===== src/cqi_pkg.sv =====
// Package: register map, field layout, reset values and types for the circular queue index logic
package cqi_pkg;

  // ==========================================================================
  // Index geometry
  localparam int unsigned IDX_REG_W    = 20;          // Producer/consumer register width
  localparam int unsigned MAX_LOG2     = 19;          // Largest index width in bits
  localparam int unsigned LOG2_W       = 5;           // Width of a size field
  localparam logic [4:0]  LOG2_MAX_VAL = 5'h13;       // 19 as a size code
  localparam logic [4:0]  LOG2_RST     = 5'h00;       // One-entry queues after reset

  // ==========================================================================
  // Register byte offsets on the APB
  localparam logic [7:0] OFF_CTRL    = 8'h00;
  localparam logic [7:0] OFF_QSIZE   = 8'h04;
  localparam logic [7:0] OFF_CMD_PRD = 8'h08;
  localparam logic [7:0] OFF_CMD_CNS = 8'h0C;
  localparam logic [7:0] OFF_EVT_PRD = 8'h10;
  localparam logic [7:0] OFF_EVT_CNS = 8'h14;
  localparam logic [7:0] OFF_STATUS  = 8'h18;
  localparam logic [7:0] OFF_DROPS   = 8'h1C;
  localparam logic [7:0] OFF_SEC_ID  = 8'h20;

  // ==========================================================================
  // Field positions
  localparam int unsigned CTRL_CMD_EN_BIT  = 0;
  localparam int unsigned CTRL_EVT_EN_BIT  = 1;
  localparam int unsigned QSIZE_CMD_LSB    = 0;
  localparam int unsigned QSIZE_EVT_LSB    = 8;
  localparam int unsigned SEC_PRESENT_BIT  = 0;

  // Secure queues are not built in this instance, so the capability reads zero
  localparam logic SECURE_STATE_PRESENT = 1'b0;

  // ==========================================================================
  // Reset values
  localparam logic [19:0] IDX_RST   = 20'h0_0000;
  localparam logic [15:0] DROPS_RST = 16'h0000;

  // ==========================================================================
  // Types
  typedef struct packed {
    logic empty;
    logic full;
    logic consistent;
  } cqi_qstat_t;

  typedef struct packed {
    logic        valid;
    logic [18:0] slot;
  } cqi_slot_t;

  typedef enum logic [1:0] {
    CQI_EVT_IDLE,
    CQI_EVT_WRITE,
    CQI_EVT_PUBLISH
  } cqi_evt_state_t;

endpackage


===== src/cqi_qstat.sv =====
// Module: full/empty/consistency decode of one queue's producer and consumer indexes
module cqi_qstat (
  // Indexes as stored
  input  wire logic [19:0]       producer_index,
  input  wire logic [19:0]       consumer_index,
  // Configured index width
  input  wire logic [4:0]        log2_size,
  // Decoded state
  output cqi_pkg::cqi_qstat_t    stat
);

  logic [19:0] slot_mask;
  logic        producer_index_wrap;
  logic        consumer_index_wrap;
  logic [19:0] producer_index_slot;
  logic [19:0] consumer_index_slot;

  // ==========================================================================
  // Mask off bits above the wrap flag before any comparison
  always_comb begin
    slot_mask = (20'h0_0001 << log2_size) - 20'h0_0001;
    producer_index_slot = producer_index & slot_mask;
    consumer_index_slot = consumer_index & slot_mask;
    producer_index_wrap = producer_index[log2_size];
    consumer_index_wrap = consumer_index[log2_size];
    stat.empty = (producer_index_slot == consumer_index_slot) && (producer_index_wrap == consumer_index_wrap);
    stat.full  = (producer_index_slot == consumer_index_slot) && (producer_index_wrap != consumer_index_wrap);
    // Producer ahead with differing wraps, or behind with equal wraps, is illegal
    stat.consistent = !(((producer_index_slot > consumer_index_slot) && (producer_index_wrap != consumer_index_wrap)) ||
                        ((producer_index_slot < consumer_index_slot) && (producer_index_wrap == consumer_index_wrap)));
  end

endmodule


===== src/cqi_top.sv =====
// Module: APB-programmed command/event queue index logic
//
// Contract
// - Queues hold 2^n entries, n from 0 to 19; index registers are 20 bits.
// - Wrap flag sits just above the index field; higher bits are ignored.
// - Equal indexes and equal wraps mean empty; nothing is consumed.
// - Equal indexes and differing wraps mean full; nothing is produced.
// - The index owner toggles the wrap flag when passing the top entry.
// - Indexes only increment or wrap to zero, never move backwards.
// - Command queue: software advances producer, device advances consumer.
// - Event queue: device advances producer, software advances consumer.
// - With inconsistent indexes the device stops producing or consuming.
// - While not empty, the consumer keeps consuming until indexes match.
// - Commands are consumed strictly in order, one queue per security state.
// - Output entries are appended sequentially, slot after slot.
// - Producer index moves only after entry data is visible in memory.
// - Producer index is visible no later than the queue notification.
// - Stalled-transaction events wait while the event queue is full.
// - Other events are discarded while the event queue cannot take them.
// - One non-secure event queue; a secure one only if capability reads 1.
// - Events are written only when the queue is enabled, error-free, not full.
//
// Design decisions made here: the register offsets and register access over APB.
module cqi_top (
  // Clock and reset
  input  wire logic        pclk,
  input  wire logic        presetn,
  // APB slave
  input  wire logic        psel,
  input  wire logic        penable,
  input  wire logic        pwrite,
  input  wire logic [31:0] paddr,
  input  wire logic [31:0] pwdata,
  output logic      [31:0] prdata,
  output logic             pready,
  output logic             pslverr,
  // Command consumer side
  output logic             cmd_valid,
  output logic      [18:0] cmd_slot,
  input  wire logic        cmd_take,
  // Event source side
  input  wire logic        evt_valid,
  input  wire logic        evt_stall,
  output logic             evt_accept,
  output logic             evt_dropped,
  // Event memory write side
  output logic             evt_wr_req,
  output logic      [18:0] evt_wr_slot,
  input  wire logic        evt_wr_done,
  output logic             evt_published
);

  // ==========================================================================
  // State
  logic                    cmd_en_reg,   cmd_en_next;
  logic                    evt_en_reg,   evt_en_next;
  logic [4:0]              cmd_log2_reg, cmd_log2_next;
  logic [4:0]              evt_log2_reg, evt_log2_next;
  logic [19:0]             cmd_producer_index_reg, cmd_producer_index_next;
  logic [19:0]             cmd_consumer_index_reg, cmd_consumer_index_next;
  logic [19:0]             evt_producer_index_reg, evt_producer_index_next;
  logic [19:0]             evt_consumer_index_reg, evt_consumer_index_next;
  logic [15:0]             drops_reg,    drops_next;
  logic                    ack_reg,      ack_next;
  logic [31:0]             rdata_reg,    rdata_next;
  logic                    err_reg,      err_next;
  cqi_pkg::cqi_evt_state_t evt_st_reg,   evt_st_next;
  cqi_pkg::cqi_slot_t      cmd_out_reg,  cmd_out_next;
  cqi_pkg::cqi_slot_t      evt_out_reg,  evt_out_next;
  logic                    pub_reg,      pub_next;

  cqi_pkg::cqi_qstat_t     cmd_stat;
  cqi_pkg::cqi_qstat_t     evt_stat;
  logic                    wr_fire;
  logic                    mapped;
  logic                    evt_writable;
  logic                    evt_commit;
  logic                    evt_discard;

  // ==========================================================================
  // Advance an index by one as an (n+1)-bit counter: the carry out of the
  // slot field lands in the wrap flag, and bits above it are cleared
  function automatic logic [19:0] idx_incr(input logic [19:0] idx, input logic [4:0] n);
    logic [19:0] keep;
    keep     = (20'h0_0002 << n) - 20'h0_0001;
    idx_incr = (idx + 20'h0_0001) & keep;
  endfunction

  // Clamp a size code to the largest index width
  function automatic logic [4:0] clamp_log2(input logic [4:0] v);
    clamp_log2 = (v > cqi_pkg::LOG2_MAX_VAL) ? cqi_pkg::LOG2_MAX_VAL : v;
  endfunction

  // Slot field of an index, zero-extended above the configured width
  function automatic logic [18:0] slot_of(input logic [19:0] idx, input logic [4:0] n);
    logic [19:0] m;
    m       = (20'h0_0001 << n) - 20'h0_0001;
    slot_of = idx[18:0] & m[18:0];
  endfunction

  // ==========================================================================
  // Status decode for both queues
  cqi_qstat u_cmd_stat (
    .producer_index      (cmd_producer_index_reg),
    .consumer_index      (cmd_consumer_index_reg),
    .log2_size (cmd_log2_reg),
    .stat      (cmd_stat)
  );

  cqi_qstat u_evt_stat (
    .producer_index      (evt_producer_index_reg),
    .consumer_index      (evt_consumer_index_reg),
    .log2_size (evt_log2_reg),
    .stat      (evt_stat)
  );

  // ==========================================================================
  // APB handshake: one wait state so read data comes from a flop
  assign wr_fire = psel && penable && ack_reg && pwrite;
  assign pready  = psel && penable && ack_reg;
  assign prdata  = rdata_reg;
  assign pslverr = pready && err_reg;

  always_comb begin
    case (paddr[7:0])
      cqi_pkg::OFF_CTRL, cqi_pkg::OFF_QSIZE, cqi_pkg::OFF_CMD_PRD, cqi_pkg::OFF_CMD_CNS,
      cqi_pkg::OFF_EVT_PRD, cqi_pkg::OFF_EVT_CNS, cqi_pkg::OFF_STATUS, cqi_pkg::OFF_DROPS,
      cqi_pkg::OFF_SEC_ID: mapped = (paddr[31:8] == 24'h00_0000);
      default:             mapped = 1'b0;
    endcase
  end

  // Read mux and ack, captured in the first access cycle
  always_comb begin
    ack_next   = psel && penable && !ack_reg;
    rdata_next = rdata_reg;
    err_next   = err_reg;
    if (psel && penable && !ack_reg) begin
      err_next   = !mapped;
      rdata_next = 32'h0000_0000;
      case (paddr[7:0])
        cqi_pkg::OFF_CTRL: begin
          rdata_next[cqi_pkg::CTRL_CMD_EN_BIT] = cmd_en_reg;
          rdata_next[cqi_pkg::CTRL_EVT_EN_BIT] = evt_en_reg;
        end
        cqi_pkg::OFF_QSIZE: begin
          rdata_next[cqi_pkg::QSIZE_CMD_LSB +: 5] = cmd_log2_reg;
          rdata_next[cqi_pkg::QSIZE_EVT_LSB +: 5] = evt_log2_reg;
        end
        cqi_pkg::OFF_CMD_PRD: rdata_next[19:0] = cmd_producer_index_reg;
        cqi_pkg::OFF_CMD_CNS: rdata_next[19:0] = cmd_consumer_index_reg;
        cqi_pkg::OFF_EVT_PRD: rdata_next[19:0] = evt_producer_index_reg;
        cqi_pkg::OFF_EVT_CNS: rdata_next[19:0] = evt_consumer_index_reg;
        cqi_pkg::OFF_STATUS: rdata_next[5:0] = {!evt_stat.consistent, !cmd_stat.consistent,
                                                evt_stat.full, evt_stat.empty,
                                                cmd_stat.full, cmd_stat.empty};
        cqi_pkg::OFF_DROPS:  rdata_next[15:0] = drops_reg;
        cqi_pkg::OFF_SEC_ID:
          rdata_next[cqi_pkg::SEC_PRESENT_BIT] = cqi_pkg::SECURE_STATE_PRESENT;
        default: rdata_next = 32'h0000_0000;
      endcase
    end
  end

  // ==========================================================================
  // Configuration registers; sizes may change only while the queue is off
  always_comb begin
    cmd_en_next   = cmd_en_reg;
    evt_en_next   = evt_en_reg;
    cmd_log2_next = cmd_log2_reg;
    evt_log2_next = evt_log2_reg;
    if (wr_fire && paddr[7:0] == cqi_pkg::OFF_CTRL) begin
      cmd_en_next = pwdata[cqi_pkg::CTRL_CMD_EN_BIT];
      evt_en_next = pwdata[cqi_pkg::CTRL_EVT_EN_BIT];
    end
    if (wr_fire && paddr[7:0] == cqi_pkg::OFF_QSIZE) begin
      if (!cmd_en_reg)
        cmd_log2_next = clamp_log2(pwdata[cqi_pkg::QSIZE_CMD_LSB +: 5]);
      if (!evt_en_reg)
        evt_log2_next = clamp_log2(pwdata[cqi_pkg::QSIZE_EVT_LSB +: 5]);
    end
  end

  // ==========================================================================
  // Command queue: software owns the producer, the device the consumer.
  // The device-owned index is writable only while the queue is disabled, so
  // software can set a consistent starting point without racing the device.
  always_comb begin
    cmd_producer_index_next = cmd_producer_index_reg;
    cmd_consumer_index_next = cmd_consumer_index_reg;
    cmd_out_next  = cmd_out_reg;
    if (wr_fire && paddr[7:0] == cqi_pkg::OFF_CMD_PRD)
      cmd_producer_index_next = pwdata[19:0];
    if (wr_fire && paddr[7:0] == cqi_pkg::OFF_CMD_CNS && !cmd_en_reg)
      cmd_consumer_index_next = pwdata[19:0];
    else if (cmd_out_reg.valid && cmd_take)
      cmd_consumer_index_next = idx_incr(cmd_consumer_index_reg, cmd_log2_reg);
    // Offer the head entry while not empty and the indexes make sense
    cmd_out_next.valid = cmd_en_reg && !cmd_stat.empty && cmd_stat.consistent &&
                         !(cmd_out_reg.valid && cmd_take);
    cmd_out_next.slot  = slot_of(cmd_consumer_index_reg, cmd_log2_reg);
  end

  assign cmd_valid = cmd_out_reg.valid;
  assign cmd_slot  = cmd_out_reg.slot;

  // ==========================================================================
  // Event queue acceptance: commit only into a writable queue, hold stalls
  assign evt_writable = evt_en_reg && evt_stat.consistent && !evt_stat.full;
  assign evt_commit   = evt_valid && evt_writable && (evt_st_reg == cqi_pkg::CQI_EVT_IDLE);
  assign evt_discard  = evt_valid && !evt_stall && !evt_writable;
  // A stalled event sees no accept until space frees, so its source holds it
  assign evt_accept   = evt_commit || evt_discard;
  assign evt_dropped  = evt_discard;

  // Event producer sequence: write entry, wait for visibility, then publish
  always_comb begin
    evt_st_next   = evt_st_reg;
    evt_producer_index_next = evt_producer_index_reg;
    evt_consumer_index_next = evt_consumer_index_reg;
    evt_out_next  = evt_out_reg;
    pub_next      = 1'b0;
    drops_next    = drops_reg;
    if (evt_discard && drops_reg != 16'hFFFF)
      drops_next = drops_reg + 16'h0001;
    if (wr_fire && paddr[7:0] == cqi_pkg::OFF_EVT_CNS)
      evt_consumer_index_next = pwdata[19:0];
    if (wr_fire && paddr[7:0] == cqi_pkg::OFF_EVT_PRD && !evt_en_reg)
      evt_producer_index_next = pwdata[19:0];
    case (evt_st_reg)
      cqi_pkg::CQI_EVT_IDLE: begin
        if (evt_commit) begin
          evt_out_next.valid = 1'b1;
          evt_out_next.slot  = slot_of(evt_producer_index_reg, evt_log2_reg);
          evt_st_next        = cqi_pkg::CQI_EVT_WRITE;
        end
      end
      cqi_pkg::CQI_EVT_WRITE: begin
        // The index stays put until memory reports the entry visible
        if (evt_wr_done) begin
          evt_out_next.valid = 1'b0;
          evt_producer_index_next      = idx_incr(evt_producer_index_reg, evt_log2_reg);
          evt_st_next        = cqi_pkg::CQI_EVT_PUBLISH;
        end
      end
      cqi_pkg::CQI_EVT_PUBLISH: begin
        // Notify in the cycle after the new index is already readable
        pub_next    = 1'b1;
        evt_st_next = cqi_pkg::CQI_EVT_IDLE;
      end
      default: evt_st_next = cqi_pkg::CQI_EVT_IDLE;
    endcase
  end

  assign evt_wr_req    = evt_out_reg.valid;
  assign evt_wr_slot   = evt_out_reg.slot;
  assign evt_published = pub_reg;

  // ==========================================================================
  // Registers
  always_ff @(posedge pclk or negedge presetn) begin
    if (!presetn) begin
      cmd_en_reg   <= 1'b0;
      evt_en_reg   <= 1'b0;
      cmd_log2_reg <= cqi_pkg::LOG2_RST;
      evt_log2_reg <= cqi_pkg::LOG2_RST;
      cmd_producer_index_reg <= cqi_pkg::IDX_RST;
      cmd_consumer_index_reg <= cqi_pkg::IDX_RST;
      evt_producer_index_reg <= cqi_pkg::IDX_RST;
      evt_consumer_index_reg <= cqi_pkg::IDX_RST;
      drops_reg    <= cqi_pkg::DROPS_RST;
      ack_reg      <= 1'b0;
      rdata_reg    <= 32'h0000_0000;
      err_reg      <= 1'b0;
      evt_st_reg   <= cqi_pkg::CQI_EVT_IDLE;
      cmd_out_reg  <= '0;
      evt_out_reg  <= '0;
      pub_reg      <= 1'b0;
    end else begin
      cmd_en_reg   <= cmd_en_next;
      evt_en_reg   <= evt_en_next;
      cmd_log2_reg <= cmd_log2_next;
      evt_log2_reg <= evt_log2_next;
      cmd_producer_index_reg <= cmd_producer_index_next;
      cmd_consumer_index_reg <= cmd_consumer_index_next;
      evt_producer_index_reg <= evt_producer_index_next;
      evt_consumer_index_reg <= evt_consumer_index_next;
      drops_reg    <= drops_next;
      ack_reg      <= ack_next;
      rdata_reg    <= rdata_next;
      err_reg      <= err_next;
      evt_st_reg   <= evt_st_next;
      cmd_out_reg  <= cmd_out_next;
      evt_out_reg  <= evt_out_next;
      pub_reg      <= pub_next;
    end
  end

endmodule

===== config.mk =====
export PLATFORM = sky130hd
export DESIGN_NAME = cqi_top
export DESIGN_NICKNAME = d
export VERILOG_FILES = /design/src/cqi_pkg.sv /design/src/cqi_qstat.sv /design/src/cqi_top.sv
export SDC_FILE = /design/constraint.sdc
export NUM_CORES = 1
export LEC_CHECK = 0
export BUFFER_PORTS_ARGS = -buffer_cell sky130_fd_sc_hd__buf_2
export CORE_AREA = 2 2 170 172
export CTS_CLUSTER_SIZE = 30
export DETAILED_ROUTE_END_ITERATION = 8
export DIE_AREA = 0 0 172 174
export HOLD_SLACK_MARGIN = 0.12
export PLACE_DENSITY_LB_ADDON = 0.05
export SLEW_MARGIN = 20
export SYNTH_ARGS = -nofsm -noshare
export SYNTH_HDL_FRONTEND = slang
export SYNTH_HIERARCHICAL = 1
export SYNTH_SLANG_ARGS = --single-unit

===== constraint.sdc =====
create_clock -name pclk -period 13.13 [get_ports pclk]
set_input_delay 0.6565 -clock pclk [delete_from_list [all_inputs] [get_ports pclk]]
set_output_delay 0.6565 -clock pclk [all_outputs]
set_load 0.02 [all_outputs]

* Word-level counts from Yosys, hierarchy flattened
Index checks and enable logic that the tools add are counted.
W data, S select, Z words.
** Cells by class
- Add/subtract/negate cells :: 7
- $lt $le $gt $ge :: 8
- Equal/unequal tests :: 19
- Shifts and indexed selects :: 4
- Muxes and demuxes :: 31
- Bitwise operators :: 10
- Reduce and logical (&&, ||, !) cells :: 57
** Operators by type and width (number)
- $and A20 B20 Y20 :: 6
- $mux W20 :: 6
- $sub A20 B1 Y20 const B :: 4
- $add A20 B1 Y20 const B :: 2
- $eq A20 B20 Y1 :: 2
- $gt A20 B20 Y1 :: 2
- $lt A20 B20 Y1 :: 2
- $shl A1 B5 Y20 const A :: 2
- $shl A2 B5 Y20 const A :: 2
- $and A19 B19 Y19 :: 2
- $eq A8 B5 Y1 const B :: 4
- $logic_and A1 B1 Y1 :: 32
- $pmux W5 S6 :: 1
- $logic_not A24 Y1 :: 1
- $pmux W3 S7 :: 1
- $bmux W1 S5 :: 4
- $add A16 B1 Y16 const B :: 1
- $eq A8 B4 Y1 const B :: 2
- $ne A16 B16 Y1 const B :: 1
- $pmux W1 S8 :: 2
- $pmux W4 S4 :: 1
- $pmux W3 S5 :: 1
- $lt A5 B6 Y1 const B :: 2
- $logic_not A1 Y1 :: 11
- other kinds (23) :: 42
** Word-level totals
- Flip-flop bits (word level) :: 173
- Output and inout bits :: 77

* Depth between registers and ports, before layout
- Depth in word-level cells :: 13
- Depth in mapped cells :: 24
- Depth with buffers taken out :: 21

* By module
Netlist, hierarchy kept.
** By module, submodules not included
- cqi_top :: times used 1, cells an instance 1052, area each 9640.5 um2
- cqi_qstat :: times used 2, cells an instance 194, area each 1406.3 um2

* Least setup slack after synthesis
Ideal clock, no wire load.
- Path kind :: register to output
- Start point :: register evt_log2_reg[3]
- End point :: output port evt_accept
- Arrival time :: 4.779 ns
- Data required time :: 12.474 ns
- Setup slack :: 7.694 ns
- Stages on the path, launching flop included :: 22
- Path buffers :: 6
- Cells stage by stage :: dfrtp_1 -> clkbuf_1 -> or2_1 -> clkbuf_1 -> nor2_1 -> nand2_1 -> ha_1 -> clkbuf_1 -> clkbuf_1 -> a32o_1 -> and2_1 -> ha_1 -> nand4_1 -> nor4_1 -> a21oi_1 -> and4_1 -> mux2i_1 -> nand3b_1 -> or4b_2 -> clkbuf_1 -> clkbuf_1 -> nand2_1
** RTL lines
- start, declared :: line cqi_top.sv:58 : logic [4:0] evt_log2_reg, evt_log2_next;
- start signal, assigned :: line cqi_top.sv:266 : evt_log2_reg <= cqi_pkg::LOG2_RST;
- start signal, assigned :: line cqi_top.sv:283 : evt_log2_reg <= evt_log2_next;
- end, declared :: line cqi_top.sv:44 : output logic evt_accept,

==> flow_summary.ini <==
[run_status]
status = finished clean

[sta]
finalSetupViolCount = 0
hold_viol = 0
rsz0062_at_grt = no
post-route-period-util_pct = 53.2
clock.fmax_mhz = 143
worstMarginPinSlew_ns = 1.09
finalCriticalPeriod_ns = 6.98
maxSlewHeadroom_pct = 27.7
fin_tns_setup_ns = 0
fin_skew_ns = 0.0108
maxSlewViolCount = 0

[clock_network]
numCtsBuffers = 17
root_buffer = clkbuf_16
cts_setup_buffers = 0
cts_resized = 0
cts_hold_buf = 0
clockBufferDepth = 2
cts_tree = yes
insertion_delay_ns = 0.44
numClockSinks = 173
clkTransAtPathRegs_ns = 0.08
cts_max_level = 4

[yosys]
yosysWarnings = 6
syn_avg_cell_area_um2 = 8.65
synth_area_leaders = dfrtp_1 (35%), nand2_1 (6.1%), mux2_2 (4.9%)
ys_types = 75
netlist_instances = 1440
syn_area_um2 = 12500
yosys_register_bits = 173
yosys_most_used_dff = dfrtp_1
seq_area_frac_synth_pct = 34.8
async_flop_share_pct = 100
synth_edf_count = 0
yosysTopAreaCellShare_pct = 34.8
synth.largest_area_cell = dfrtp_1

[finish]
antenna_cells = 0
drive_above_1_share_pct = 17.9
area_growth_pct = 11.2
nets = 1627
fin_area_um2 = 13800
nFillCells = 2796

[power]
p_leak_uw = 0.00618
seqPwrFrac_pct = 47.6
sw_frac_of_total_pct = 29.1
internal-power_uw = 860
ir_worst_vdd_v = 0.0000759
p_comb_share_pct = 9.8
clock_power_share_pct = 42.6
switchingPower_uw = 354
power_per_cell_area_nw_per_um2 = 87.6

[die]
die_area_um2 = 29900
ios = 150
rows = 62
core_area_um2 = 28200
die_x_um = 172
start_util_pct = 44.1
die_h_um = 174

[critical_path]
crit_slowest_cell = or4b_2
slowest_delay_ns = 1.03
cp-end-kind = output pin
cp.required_ns = 12.47
cp_cell_sequence = buf_4 -> or2_1 -> nor2_1 -> nand2_1 -> ha_1 -> nor2_1 -> a32o_1 -> a32o_1 -> and2_1 -> ha_1 -> nand4_1 -> nor4_1 -> a21oi_1 -> and4_1 -> mux2i_1 -> nand3b_1 -> or4b_2 -> nand2_1 -> buf_2
startpoint_type = flop
crit_arrival_ns = 6.33
crit_fanout = 28
worstSetupPathType = flop to output pin

[run]
cap_viol_max_count = 0

[routing]
post_drt_wl_per_cell_um = 22.1
vias_per_cell = 6.03
dr.pass1.iters = 6
finalWirelength_mm = 42.2
drt_iter0_markers = 1188
vias = 11500
antenna_left = 0
drc = 0

[grt]
grtUsageMet1_pct = 43.1
antenna_found_initial = 1
grt_max_degree = 103
top_usage_layer = met1
grt_first_pass_wirelength_mm = 65.3
grtUsageTotal_pct = 28.9
grt_overflow = 0
use_met2_pct = 42.4
use_met3_pct = 4.67
grt_pass1_vias = 10800

[placed_design]
place_hpwl_mm = 29.5
numPortBuffers = 125
place_congestion = 0.898
placed_area_um2 = 13300

[min_path]
hold_path.class = input pin to asynchronous set/reset pin
==> area by class of cell <==
type | count | area [µm²] | area share (%)
tap | 384 | 480 | 3.47
inverter | 25 | 93.8 | 0.678
multi-input combinational | 1146 | 7590 | 54.8
clock inverter | 15 | 153 | 1.10
timing repair buffer | 144 | 777 | 5.61
clock buffer | 17 | 425 | 3.07
sequential | 173 | 4330 | 31.3
==> worst max-delay path, delay by kind of cell (launching register included) <==
kind,cells,cell delay [ns]
DFF,1,0.33
AOI/OAI and AO/OA,3,0.65
adders and majority gates,2,0.95
muxes,1,0.23
buffers and inverters,2,0.46
and+or+nand+nor,11,3.26
==> power by group through the flow <==
stage / Clock, µW / Combinational (µW) / Sequential (µW)
floorplan: 0 / 67.7 / 577
global placement: 0 / 118 / 588
detailed placement: 0 / 120 / 587
CTS: 531 / 120 / 577
global route: 552 / 133 / 579
finish: 517 / 120 / 577
==> cells in the final DEF (no fill, tap or decap), types with 17 or more instances in the layout <==
cell	count
nand2_1	201
dfrtp_1	173
buf_2	124
o21ai_0	81
nor2_1	71
a21oi_1	64
mux2_2	54
nand3_1	49
and2_1	47
ha_1	47
mux2i_1	42
nor2b_1	38
nor3_1	34
o21ai_1	28
nand4_1	27
inv_1	24
nor4_1	22
a31oi_1	22
o22ai_1	19
nand2b_1	19
a22oi_1	19
a21o_1	19
buf_4	19
nand3b_1	18
xnor2_1	17
clkbuf_16	17
==> per-layer routing <==
layer | up-vias | share of wire (%)
li1 | 5381 | -
met1 | 5584 | 47
met2 | 459 | 43
met3 | 57 | 6.8
met4 | 2 | 2.8
met5 | - | 0.024
==> cell usage after synthesis (all sizes together) (9+ instances only) <==
library cell and count:
buf 30, nor3 36, a21o 19, xnor2 17
clkbuf 77, nor2 72, inv 24, nor2b 38
mux2 64, dfrtp 173, nand4 27, mux4 14
mux2i 42, nand2 201, or3 13, a21oi 64
nor4 22, and2 48, nand3 50, and3 12
a22oi 19, ha 47, o211ai 9, a31oi 22
nand2b 19, o21ai 109, or2 14, o31ai 14
nor3b 14, o22ai 19, nand3b 18
==> through the flow <==
step	power, µW	hold slack, ns	utilization (%)	setup WS, ns	cells
final	1210	0.314	49.0	6.15	1904
after global routing	1260	0.390	49.0	5.72	1904
after CTS	1230	0.359	49.0	6.17	1904
after detailed placement	707	0.452	47.0	6.66	1872
after global placement	706	0.448	47.0	6.73	1872
after floorplan	645	0.361	-	7.69	1451
==> cell families after synthesis <==
family | Yosys count | share of synthesized area (%)
AO/OA/AOI/OAI | 339 | 17.3
XOR/XNOR | 21 | 1.48
adder cells (fa/ha/maj) | 47 | 4.72
buffers and inverters | 132 | 4.76
flip-flops | 173 | 34.8
multiplexers | 120 | 11.8
other | 1 | 0.0301
AND/OR/NAND/NOR | 607 | 25.1
==> path summary, 6_finish.rpt <==
check / from / end / slack [ns] / cells past startpoint
max: evt_log2_reg[3] / evt_accept / 6.15 / 19
min: presetn / drops_reg[0] / 0.31 / 1
max reg2reg: evt_log2_reg[3] / drops_reg[8] / 6.91 / 20
min reg2reg: evt_wr_slot[15] / evt_wr_slot[15] / 0.46 / 2
max in group asynchronous: presetn / evt_log2_reg[0] / 11.28 / 2
min in group pclk: evt_wr_done / evt_st_reg[0] / 0.43 / 2
(Power assumes the default switching activity.)
